`src/scmc_pkg.sv`:
```
// constants, field layout and carrier types of the system clock and
// operating mode controller
// assumes a classic wishbone master with 32-bit data and byte addresses
package scmc_pkg;

  // register index; the byte address is four times the index
  localparam logic [7:0]  OSC_MODE_IDX  = 8'h95;
  localparam int          WB_ADDR_W     = 12;
  localparam logic [11:0] OSC_MODE_ADDR = {2'b00, OSC_MODE_IDX, 2'b00};

  // field positions inside osc_mode_control
  localparam int FAST_STOP_POS = 1;
  localparam int CLK_SEL_POS   = 2;
  localparam int CPU_MODE_LO   = 3;
  localparam int CPU_MODE_HI   = 4;

  localparam logic [7:0] OSC_MODE_RST = 8'h00;

  // cpu_mode_field encodings: {green_request, sleep_request}
  localparam logic [1:0] CPU_MODE_NORMAL = 2'b00;
  localparam logic [1:0] CPU_MODE_SLEEP  = 2'b01;
  localparam logic [1:0] CPU_MODE_GREEN  = 2'b10;
  localparam logic [1:0] CPU_MODE_RSVD   = 2'b11;

  // warm-up lengths in fast_rc_osc clocks, slow mode divider
  localparam int RESET_WARM_CLKS = 2048;
  localparam int WAKE_WARM_CLKS  = 32;
  localparam int SLOW_CPU_DIV    = 4;
  localparam int FAST_CPU_DIV    = 4;
  localparam int WARM_CNT_W      = 12;
  localparam int DIV_CNT_W       = 8;

  // reported operating mode
  localparam logic [1:0] OPM_NORMAL = 2'b00;
  localparam logic [1:0] OPM_SLOW   = 2'b01;
  localparam logic [1:0] OPM_GREEN  = 2'b10;
  localparam logic [1:0] OPM_SLEEP  = 2'b11;

  typedef struct packed {
    logic [1:0] cpu_mode_field;
    logic       clock_select;
    logic       fast_osc_stop;
  } scmc_ctrl_t;

  localparam scmc_ctrl_t CTRL_RST = OSC_MODE_RST[CPU_MODE_HI:FAST_STOP_POS];

  typedef struct packed {
    logic                 cyc;
    logic                 stb;
    logic                 we;
    logic [WB_ADDR_W-1:0] adr;
    logic [3:0]           sel;
    logic [31:0]          dat;
  } scmc_wb_req_t;

  typedef enum logic [2:0] {
    ST_RESET_WARM,
    ST_RUN,
    ST_SLEEP,
    ST_WAKE_WARM,
    ST_GREEN
  } scmc_state_t;

endpackage : scmc_pkg

```
`src/scmc_sync_edge.sv`:
```
// two-flop synchroniser with change and rising-edge detection
// assumes the input is slower than half of clk_i
`timescale 1ns/100ps
`default_nettype none
module scmc_sync_edge #(
  parameter int W = 1
) (
  input  wire logic         clk_i,
  input  wire logic         rst_i,
  input  wire logic [W-1:0] async_i,
  output logic      [W-1:0] level_o,
  output logic              rise_o,
  output logic              change_o
);

  logic [W-1:0] meta_reg;
  logic [W-1:0] sync_reg;
  logic [W-1:0] last_reg;

  // only sync_reg reads meta_reg; detectors look one stage later
  always_ff @(posedge clk_i)
  begin
    if (rst_i)
    begin
      meta_reg <= '0;
      sync_reg <= '0;
      last_reg <= '0;
    end
    else
    begin
      meta_reg <= async_i;
      sync_reg <= meta_reg;
      last_reg <= sync_reg;
    end
  end

  assign level_o  = sync_reg;
  assign rise_o   = sync_reg[0] & ~last_reg[0];
  assign change_o = |(sync_reg ^ last_reg);

endmodule : scmc_sync_edge
`default_nettype wire

```
`src/scmc_top.sv`:
```
// system clock and operating mode controller with wishbone register
// assumes oscillator levels and wake pins arrive asynchronously, the
// tick timer overflow and watchdog enable come from logic on clk_i
// limitation: each oscillator is sampled on clk_i and must run below
// half its rate, or edges are lost and the warm-up stretches
//
// What this block does
// - slow mode instruction rate is slow clock/4
// - slow osc off: sleep; slow green without watchdog
// - slow osc stop follows mode bits and watchdog enable
// - slow osc also clocks the watchdog
// - register at 0x95, bits 7:5,0 zero, reset 0
// - fast osc stop bit: 0 runs, 1 stops
// - clock select 0 fast normal, 1 slow
// - mode field: normal, sleep, green, reserved
// - after reset wait 2048 fast osc clocks
// - sleep wake waits 32 fast osc clocks
// - after reset release enter normal and run
// - sleep wake enters normal mode unless a bus write in the same cycle sets another
// - normal mode keeps slow osc running, fast osc unless its stop bit is set
// - normal mode may switch to any mode
// - clearing clock select returns slow to normal
// - green from normal wakes to normal
// - wake clears sleep and green bits
// - green from slow wakes to slow
// - sleep wakes on pins, green also on tick
// - slow mode does not stop fast osc itself
`timescale 1ns/100ps
`default_nettype none
module scmc_top
  import scmc_pkg::*;
#(
  parameter int PIN_W    = 8,
  parameter int FAST_DIV = FAST_CPU_DIV
) (
  input  wire logic                   clk_i,
  input  wire logic                   rst_i,
  input  wire scmc_pkg::scmc_wb_req_t wb_req_i,
  output logic [31:0]                 wb_dat_o,
  output logic                        wb_ack_o,
  input  wire logic                   fast_osc_clk_i,
  input  wire logic                   slow_osc_clk_i,
  input  wire logic [PIN_W-1:0]       wake_pins_i,
  input  wire logic                   tick_timer_ovf_i,
  input  wire logic                   wdt_enable_i,
  output logic                        fast_osc_en_o,
  output logic                        slow_osc_en_o,
  output logic                        sys_clk_slow_o,
  output logic                        cpu_run_o,
  output logic                        cpu_tick_o,
  output logic                        wdt_tick_o,
  output logic                        warming_o,
  output logic [1:0]                  op_mode_o
);

  import scmc_pkg::*;

  localparam logic [WARM_CNT_W-1:0] RESET_WARM_LAST =
    WARM_CNT_W'(RESET_WARM_CLKS - 1);
  localparam logic [WARM_CNT_W-1:0] WAKE_WARM_LAST =
    WARM_CNT_W'(WAKE_WARM_CLKS - 1);
  localparam logic [DIV_CNT_W-1:0]  SLOW_DIV_LAST =
    DIV_CNT_W'(SLOW_CPU_DIV - 1);
  localparam logic [DIV_CNT_W-1:0]  FAST_DIV_LAST =
    DIV_CNT_W'(FAST_DIV - 1);

  // read image of the control fields, unused bits read as zero
  function automatic logic [31:0] reg_image(input scmc_ctrl_t c);
    logic [31:0] v;
    v = 32'h0000_0000;
    v[FAST_STOP_POS]           = c.fast_osc_stop;
    v[CLK_SEL_POS]             = c.clock_select;
    v[CPU_MODE_HI:CPU_MODE_LO] = c.cpu_mode_field;
    return v;
  endfunction : reg_image

  // counter step that wraps at last
  function automatic logic [DIV_CNT_W-1:0] div_step(
    input logic [DIV_CNT_W-1:0] cnt,
    input logic [DIV_CNT_W-1:0] last
  );
    logic [DIV_CNT_W-1:0] n;
    n = (cnt >= last) ? '0 : DIV_CNT_W'(cnt + 1'b1);
    return n;
  endfunction : div_step

  scmc_state_t           state_reg;
  scmc_state_t           state_next;
  scmc_ctrl_t            ctrl_reg;
  scmc_ctrl_t            ctrl_next;
  logic [WARM_CNT_W-1:0] warm_cnt_reg;
  logic [WARM_CNT_W-1:0] warm_cnt_next;
  logic [DIV_CNT_W-1:0]  div_cnt_reg;
  logic [DIV_CNT_W-1:0]  div_cnt_next;
  logic [31:0]           wb_dat_next;
  logic                  wb_ack_next;
  logic                  fast_en_next;
  logic                  slow_en_next;
  logic                  cpu_tick_next;
  logic                  wdt_tick_next;
  logic [1:0]            op_mode_next;
  logic                  mode_slow_reg;

  // synchronised oscillator edges and pin changes; the level outputs
  // stay open because only edges and changes matter here
  logic fast_rise;
  logic slow_rise;
  logic pin_change;

  scmc_sync_edge #(
    .W (1)
  ) u_fast_sync (
    .clk_i    (clk_i),
    .rst_i    (rst_i),
    .async_i  (fast_osc_clk_i),
    .level_o  (),
    .rise_o   (fast_rise),
    .change_o ()
  );

  scmc_sync_edge #(
    .W (1)
  ) u_slow_sync (
    .clk_i    (clk_i),
    .rst_i    (rst_i),
    .async_i  (slow_osc_clk_i),
    .level_o  (),
    .rise_o   (slow_rise),
    .change_o ()
  );

  scmc_sync_edge #(
    .W (PIN_W)
  ) u_pin_sync (
    .clk_i    (clk_i),
    .rst_i    (rst_i),
    .async_i  (wake_pins_i),
    .level_o  (),
    .rise_o   (),
    .change_o (pin_change)
  );

  // bus decode; a write lands on the edge at which the master sees ack,
  // while it still holds address and data, read data is set up before
  wire bus_req   = wb_req_i.cyc & wb_req_i.stb & ~wb_ack_o;
  wire bus_done  = wb_req_i.cyc & wb_req_i.stb & wb_ack_o;
  wire reg_hit   = (wb_req_i.adr == OSC_MODE_ADDR);
  wire reg_write = bus_done & wb_req_i.we & reg_hit & wb_req_i.sel[0];
  wire reg_read  = bus_req & ~wb_req_i.we & reg_hit;

  // requested mode and gating terms
  // mode 11 stays in the register but starts nothing
  wire req_sleep = (ctrl_reg.cpu_mode_field == CPU_MODE_SLEEP);
  wire req_green = (ctrl_reg.cpu_mode_field == CPU_MODE_GREEN);
  wire in_run    = (state_reg == ST_RUN);
  wire in_green  = (state_reg == ST_GREEN);
  wire in_sleep  = (state_reg == ST_SLEEP);
  wire in_warm   = (state_reg == ST_RESET_WARM) ||
                   (state_reg == ST_WAKE_WARM);
  // the tick timer has no clock in sleep, so only pins end it
  wire sleep_wake = in_sleep & pin_change;
  wire green_wake = in_green & (pin_change | tick_timer_ovf_i);
  // warm-up counts synchronised fast edges, not clk_i cycles
  wire warm_done  = fast_rise &
                    (((state_reg == ST_RESET_WARM) &&
                      (warm_cnt_reg == RESET_WARM_LAST)) ||
                     ((state_reg == ST_WAKE_WARM) &&
                      (warm_cnt_reg == WAKE_WARM_LAST)));

  // fast osc follows its stop bit and sleep, never the clock select; it is
  // forced on while warming so the warm-up count has edges to see
  wire fast_gate  = ~in_sleep &
                    (in_warm | ~ctrl_reg.fast_osc_stop);
  // slow osc has no stop bit of its own, the mode and watchdog enable decide
  wire slow_gate  = ~in_sleep &
                    ~(in_green & ctrl_reg.clock_select &
                      ~wdt_enable_i);

  // control register: a bus write in the same cycle as a wake clear
  // keeps the written value, so a fresh request is never lost
  always_comb
  begin
    ctrl_next = ctrl_reg;
    if (sleep_wake)
    begin
      ctrl_next.cpu_mode_field = CPU_MODE_NORMAL;
      ctrl_next.clock_select   = 1'b0;
      ctrl_next.fast_osc_stop  = 1'b0;
    end
    if (green_wake)
    begin
      ctrl_next.cpu_mode_field = CPU_MODE_NORMAL;
    end
    if (reg_write)
    begin
      ctrl_next = wb_req_i.dat[CPU_MODE_HI:FAST_STOP_POS];
    end
  end

  // mode sequencing
  always_comb
  begin
    state_next    = state_reg;
    warm_cnt_next = warm_cnt_reg;
    case (state_reg)
      ST_RESET_WARM, ST_WAKE_WARM:
      begin
        if (warm_done)
        begin
          state_next    = ST_RUN;
          warm_cnt_next = '0;
        end
        else if (fast_rise)
        begin
          warm_cnt_next = WARM_CNT_W'(warm_cnt_reg + 1'b1);
        end
      end
      ST_RUN:
      begin
        if (req_sleep)
        begin
          state_next = ST_SLEEP;
        end
        else if (req_green)
        begin
          state_next = ST_GREEN;
        end
      end
      ST_SLEEP:
      begin
        if (sleep_wake)
        begin
          state_next    = ST_WAKE_WARM;
          warm_cnt_next = '0;
        end
      end
      ST_GREEN:
      begin
        if (green_wake)
        begin
          state_next = ST_RUN;
        end
      end
      // an unknown state restarts the warm-up rather than run blind
      default:
      begin
        state_next    = ST_RESET_WARM;
        warm_cnt_next = '0;
      end
    endcase
  end

  // instruction cycle divider
  // it restarts on a clock switch, so no tick after it comes short
  wire use_slow  = ctrl_reg.clock_select;
  wire src_edge  = use_slow ? slow_rise : (fast_rise & fast_osc_en_o);
  wire [DIV_CNT_W-1:0] div_last = use_slow ? SLOW_DIV_LAST : FAST_DIV_LAST;
  wire div_hit   = in_run & src_edge & (div_cnt_reg >= div_last);

  always_comb
  begin
    div_cnt_next = div_cnt_reg;
    if (!in_run || (use_slow != mode_slow_reg))
    begin
      div_cnt_next = '0;
    end
    else if (src_edge)
    begin
      div_cnt_next = div_step(div_cnt_reg, div_last);
    end
  end

  assign cpu_tick_next = div_hit & (use_slow == mode_slow_reg);
  assign wdt_tick_next = slow_rise & slow_osc_en_o;
  assign fast_en_next  = fast_gate;
  assign slow_en_next  = slow_gate;
  // sleep and green report first, whatever the clock select holds
  assign op_mode_next  = in_sleep ? OPM_SLEEP :
                         in_green ? OPM_GREEN :
                         use_slow ? OPM_SLOW  : OPM_NORMAL;

  // wishbone answer: one wait state, unmapped reads return zero; ack is
  // registered, so back-to-back requests always see one idle cycle
  assign wb_ack_next = bus_req;
  assign wb_dat_next = reg_read ? reg_image(ctrl_reg) : 32'h0000_0000;

  // mode_slow_reg holds last cycle's clock select, so a switch shows as
  // a one-cycle mismatch that clears the divider
  always_ff @(posedge clk_i)
  begin
    if (rst_i)
    begin
      state_reg    <= ST_RESET_WARM;
      ctrl_reg     <= CTRL_RST;
      warm_cnt_reg <= '0;
      div_cnt_reg  <= '0;
      mode_slow_reg <= 1'b0;
    end
    else
    begin
      state_reg    <= state_next;
      ctrl_reg     <= ctrl_next;
      warm_cnt_reg <= warm_cnt_next;
      div_cnt_reg  <= div_cnt_next;
      mode_slow_reg <= use_slow;
    end
  end

  // every mode, run and oscillator enable output is registered from the same cycle's state_reg and ctrl_reg, the slow enable also from wdt_enable_i,
  // so a state or control change moves the mode, run and oscillator enables together on the same edge
  always_ff @(posedge clk_i)
  begin
    if (rst_i)
    begin
      wb_ack_o       <= 1'b0;
      wb_dat_o       <= 32'h0000_0000;
      fast_osc_en_o  <= 1'b1;
      slow_osc_en_o  <= 1'b1;
      sys_clk_slow_o <= 1'b0;
      cpu_run_o      <= 1'b0;
      cpu_tick_o     <= 1'b0;
      wdt_tick_o     <= 1'b0;
      warming_o      <= 1'b1;
      op_mode_o      <= OPM_NORMAL;
    end
    else
    begin
      wb_ack_o       <= wb_ack_next;
      wb_dat_o       <= wb_dat_next;
      fast_osc_en_o  <= fast_en_next;
      slow_osc_en_o  <= slow_en_next;
      sys_clk_slow_o <= use_slow;
      cpu_run_o      <= in_run;
      cpu_tick_o     <= cpu_tick_next;
      wdt_tick_o     <= wdt_tick_next;
      warming_o      <= in_warm;
      op_mode_o      <= op_mode_next;
    end
  end

endmodule : scmc_top
`default_nettype wire

```
`config.mk`:
```
export PLATFORM = sky130hd
export DESIGN_NAME = scmc_top
export DESIGN_NICKNAME = d
export VERILOG_FILES = /design/src/scmc_pkg.sv /design/src/scmc_sync_edge.sv /design/src/scmc_top.sv
export SDC_FILE = /design/constraint.sdc
export NUM_CORES = 1
export LEC_CHECK = 0
export BUFFER_PORTS_ARGS = -buffer_cell sky130_fd_sc_hd__buf_2
export CORE_UTILIZATION = 52
export CTS_BUF_LIST = sky130_fd_sc_hd__clkbuf_8
export DETAILED_ROUTE_END_ITERATION = 16
export GPL_ROUTABILITY_DRIVEN = 0
export GPL_TIMING_DRIVEN = 0
export PLACE_DENSITY = 0.82
export SYNTH_ARGS = -nofsm -noshare
export SYNTH_HDL_FRONTEND = slang
export SYNTH_SLANG_ARGS = --single-unit
```
`constraint.sdc`:
```
create_clock -name clk_i -period 2.01 [get_ports clk_i]
set_input_delay 0.1005 -clock clk_i [delete_from_list [all_inputs] [get_ports clk_i]]
set_output_delay 0.1005 -clock clk_i [all_outputs]
set_load 0.1 [all_outputs]
```
[Word-level counts from Yosys, hierarchy flattened]
Cells that the tools add are included.
Cells by class
  bitwise logic cells: 35
  muxes and demuxes: 18
  reductions and logical operators: 16
  $add $sub $neg: 2
  order comparisons: 1
  equal/unequal tests: 16
Operators by type and width (number)
  2-to-1 mux 12 bit: 3
  one-hot mux 12 bit (3 select lines): 1
  AND 1 bit: 22
  2-to-1 mux 3 bit: 5
  adder 12 x 1 -> 12 bit, second input constant: 1
  == test 12 x 10 -> 1 bit, second input constant: 1
  == test 12 x 11 -> 1 bit, second input constant: 1
  == test 12 x 5 -> 1 bit, second input constant: 1
  one-hot mux 3 bit (4 select lines): 1
  NOT 1 bit: 10
  adder 8 x 1 -> 8 bit, second input constant: 1
  >= comparator 8 x 2 -> 1 bit, second input constant: 1
  2-to-1 mux 4 bit: 2
  2-to-1 mux 8 bit: 1
  OR reduction 2 bit: 4
  OR reduction 8 bit: 1
  bitwise XOR 8 bit: 1
  == test 3 x 2 -> 1 bit, second input constant: 2
  2-to-1 mux 2 bit: 3
  inequality test 3 bit, second input constant: 2
  inequality test 2 x 1 -> 1 bit, second input constant: 2
  AND reduction 4 bit: 1
  == test 3 x 1 -> 1 bit, second input constant: 1
  == test 3 bit, second input constant: 1
  14 further kinds: 19
Storage, ports and cells
  bits in registers: 99
  bits of input ports: 65
  word-level logic and storage cells: 114
  output and inout port bits: 42

[Longest topological paths before layout]
  depth after elaboration: 7
  mapped depth: 7
  gate-level depth less buffers: 6

[Cells and area by module]
A second synthesis with hierarchy kept.
Second synthesis, totals
  cell total of the unflattened synthesis: 323
  area total of the unflattened synthesis: 3066.7 um2
Modules (own cells, without submodules)
  scmc_top: cells each 243, area each 2134.5 um2, times used 1, seq. area each 820.8 um2
  scmc_sync_edge (u_pin_sync): cells each 62, area each 734.5 um2, times used 1, seq. area each 480.5 um2
  scmc_sync_edge (u_fast_sync ...): cells each 9, area each 98.8 um2, times used 2, seq. area each 60.1 um2

[Worst setup path after synthesis]
Ideal clock, no wire load.
  path type: register to register
  start: register fast_osc_en_o
  end: register div_cnt_reg[0]
  cell stages (with the launch flop): 7
  buffers on the path: 1
  setup slack: 0.017 ns
  clock period less this slack: 1.993 ns
  required time: 1.890 ns
  arrival: 1.873 ns
  setup time: 0.120 ns
  path through: dfxtp_1 nor2b_1 a22o_1 clkbuf_1 o41ai_1 nand2_1 nor2_1
Between the ends
  cells in the longest elaborated chain, start to end: 2
Ends and longest elaborated chain
  start: declaration: line scmc_top.sv:46  | output logic fast_osc_en_o,
  start signal: assignment: line scmc_top.sv:330  | fast_osc_en_o <= fast_en_next;
  AND 1 bit: line scmc_top.sv:256  | wire src_edge = use_slow ? slow_rise : (fast_rise & fast_osc_en_o);
  2-to-1 mux 1 bit: line scmc_top.sv:256
  end signal: assignment: line scmc_top.sv:304  | div_cnt_reg <= div_cnt_next;
  end: declaration: line scmc_top.sv:93  | logic [DIV_CNT_W-1:0] div_cnt_reg;
Every way passes these cells.
A chain may end at the register's enable or synchronous reset.

[Worst setup path in the final report]
  start: register warm_cnt_reg[6]
  end: register warm_cnt_reg[4]
Between the ends
  cells in the longest elaborated chain, start to end: 6
  elaborated cells on any way between the ends: 10
  classes of those cells: eq/ne: 3; mux: 2; bitwise: 1; reduce/logical: 4
Ends and longest elaborated chain
  start: declaration: line scmc_top.sv:91  | logic [WARM_CNT_W-1:0] warm_cnt_reg;
  start signal: assignment: line scmc_top.sv:303  | warm_cnt_reg <= warm_cnt_next;
  == test 12 x 11 -> 1 bit or == test 12 x 5 -> 1 bit (tied branches): line scmc_top.sv:166, scmc_top.sv:168
  logical AND 1 bit, on equally long branches: line scmc_top.sv:165, scmc_top.sv:167
  logical OR 1 bit (*): line scmc_top.sv:166  | (warm_cnt_reg == RESET_WARM_LAST)) ||
  AND 1 bit (*): line scmc_top.sv:164  | wire warm_done = fast_rise &
  inequality test 3 bit (no line) or 2-to-1 mux 12 bit (tied branches)
  AND reduction 3 bit (no line) or one-hot mux 12 bit (3 select lines) (tied branches)
Mark *: on every way between the ends. The rest lies on a longest branch, timed or not.

==> results.yml <==
finish:
  area_growth_pct: 25.6
  largest_reg_flops: 12
  drive_above_1_share_pct: 31.1
  finalNonFillerCells: 506
  fin_nets: 494
  diodes: 0
logic_synthesis:
  ys_seq_area_share_pct: 43.6
  ys_warn_count: 0
  synth_common_cells: "dfxtp_1, nor2b_1, buf_4"
  synth_top_flop_cell: "dfxtp_1"
  synth_most_common_cell: "dfxtp_1"
  yosysTopAreaCellShare_pct: 43.6
  synthTopCellsByArea: "dfxtp_1, nor2b_1, buf_4, a211oi_2, xnor2_1"
  yosys.area.top_type: "dfxtp_1"
  ys_ff_latch: 71
  synth_cell_types: 60
  synth.cell_area_um2: 3260
  async_reset_ff_share_pct: 0
  syn_inst: 324
  synth_area_per_cell_um2: 10.1
  synth-edff-count: 0
detailed_routing:
  vias: 2619
  wl_um: 6480
  first_iter_violations: 127
  routed_via_density: 5.18
  dr.pass1.iters: 4
  ant_nets: 0
  wire_per_inst_um: 12.8
  post-route-drc-count: 0
setup_path:
  timing.rr.start: "warm_cnt_reg[6]"
  cp_data_arrival_time_ns: 2.13
  worstPathMaxFanout: 10
  start_kind: "flip-flop"
  reg2reg_depth: 6
  crit_required_ns: 2.24
  r2r_end: "warm_cnt_reg[4]"
  reg2reg_slack_ns: 0.11
  path_class: "flip-flop to flip-flop"
  end_kind: "flip-flop"
power_and_ir_drop:
  p_int_uw: 2270
  p_seq_share_pct: 45.5
  p_sw_share_pct: 28.5
  combPwrFrac_pct: 13.8
  leakage_uw: 0.00167
  ir_drop_mv: 0.746
  p_switching_uw: 903
  power_density_nw_per_um2: 775
  pwr-share-clk_pct: 40.7
sta:
  setup_viol: 0
  rsz0062_at_grt: "false"
  finalHoldViolations: 0
  final.period_utilization_pct: 94.8
  fin_crit_ns: 1.90
  fin_tns_setup_ns: 0
  clock.fmax_ghz: 0.525
  hold_slack_ns: 0.0813
  finalMaxSlewViolations: 0
  skew_ns: 0.00833
grt:
  antenna_found_initial: 0
  grt_usage_pct: 20.9
  grt_start_max_net_pins: 15
  grt_pass1_wl_um: 10300
  grt_overflow_total: 0
  grt_pass1_vias: 2281
placement:
  port-buffer-count: 47
  dp.cells: 473
  dp_hpwl_um: 4460
die:
  num_rows: 28
  io_pins: 107
  die_y_um: 81.2
  die-area_um2: 6590
  dieWidth_um: 81.2
  coreArea_um2: 5990
  start_util_pct: 54.4
clock_tree:
  cts_buffer_depth: 2
  clk_latency_ns: 0.35
  cts_sinks: 71
  root_buffer: "clkbuf_8"
  htreeDepth: 3
  cts-buffers-inserted: 9
  clk_pin_slew_ns: 0.08
  cts_tree: "yes"
hold_path:
  hold_start: "rst_i"
  whs_endpoint: "wb_ack_o"
  holdCritPathClass: "input port to flip-flop"
  min_delay_path_depth: 3
outcome:
  status: "finished, final reports clean"
job:
  cap_violations: 0
==> area by class of cell <==
cell class                      count  area, µm²
Fill cell                         450       1900
Multi-Input combinational cell    229       1570
Sequential cell                    71       1420
Timing Repair Buffer               64        400
Buffer                             44        354
Clock buffer                        9        124
Clock inverter                      7        103
Tap cell                           75       93.8
Inverter                            7       26.3
==> per-layer routing <==
layer	up-vias	part of all wire, %	track usage, %
met5	-	0	0
met4	0	1.2	6.79
met3	11	7.3	8.88
met2	93	49	34.2
met1	1214	43	24.6
li1	1301	-	-
==> worst max-delay path by stage <==
stage	start	endpoint	cells past startpoint
after detailed placement	u_pin_sync.level_o[3]	warm_cnt_reg[6]	7
after CTS	u_pin_sync.level_o[3]	warm_cnt_reg[6]	7
final	warm_cnt_reg[6]	warm_cnt_reg[4]	6
after global routing	u_pin_sync.level_o[1]	warm_cnt_reg[11]	7
after floorplan	fast_osc_en_o	div_cnt_reg[0]	6
after global placement	warm_cnt_reg[0]	warm_cnt_reg[8]	7
==> cell families after synthesis <==
kind of cell	after synthesis	share of synthesized area (%)
XOR/XNOR	11	2.95
multiplexers	2	0.614
flip-flops	71	43.6
adder cells (fa/ha/maj)	3	1.15
other	1	0.115
AND/OR/NAND/NOR	131	26.0
buffers and inverters	51	11.7
AO/OA/AOI/OAI	54	13.9
==> through the flow <==
stage          power [µW]  area (µm²)  utilization (%)  setup slack (ns)
2_1_floorplan        1840        3360                -            0.0168
6_report             3170        4100             68.4             0.105
3_5_place_dp         1890        3690             61.6            0.0334
5_1_grt              3300        4100             68.4            0.0135
3_3_place_gp         1890        3690             61.6            0.0734
4_1_cts              3190        4070             67.9            0.0101
==> layout by cell type (no fill, tap or decap), types with 11 or more instances in the layout <==
cell type,count
buf_2,48
nand2_1,11
a211oi_2,12
dlygate4sd3_1,15
clkbuf_8,12
conb_1,28
buf_4,30
dfxtp_1,71
nor2_1,17
nor2b_1,34
==> power groups by stage <==
stage	Combinational (µW)	Sequential, µW	Clock, µW
global placement	410	1480	0
detailed placement	413	1480	0
floorplan	352	1480	0
global route	459	1450	1390
CTS	435	1440	1310
finish	438	1440	1290
==> worst max-delay path, stage by stage (launching register included) <==
cell      delay, ns
dfxtp_1        0.36
or4_4          0.56
nor4_4         0.22
o21ai_2        0.09
a211oi_2       0.28
buf_6          0.22
a211oi_2       0.05
==> what timing repair did <==
| action | in CTS | in global routing |
|---|---|---|
| endpoints found under the setup margin | 0 | 14 |
| buffers inserted | 0 | 2 |
| resized for setup | 0 | 3 |
| hold endpoints to repair | 15 | 0 |
| hold buffers | 15 | 0 |
Power figures use the tool's default switching activity.
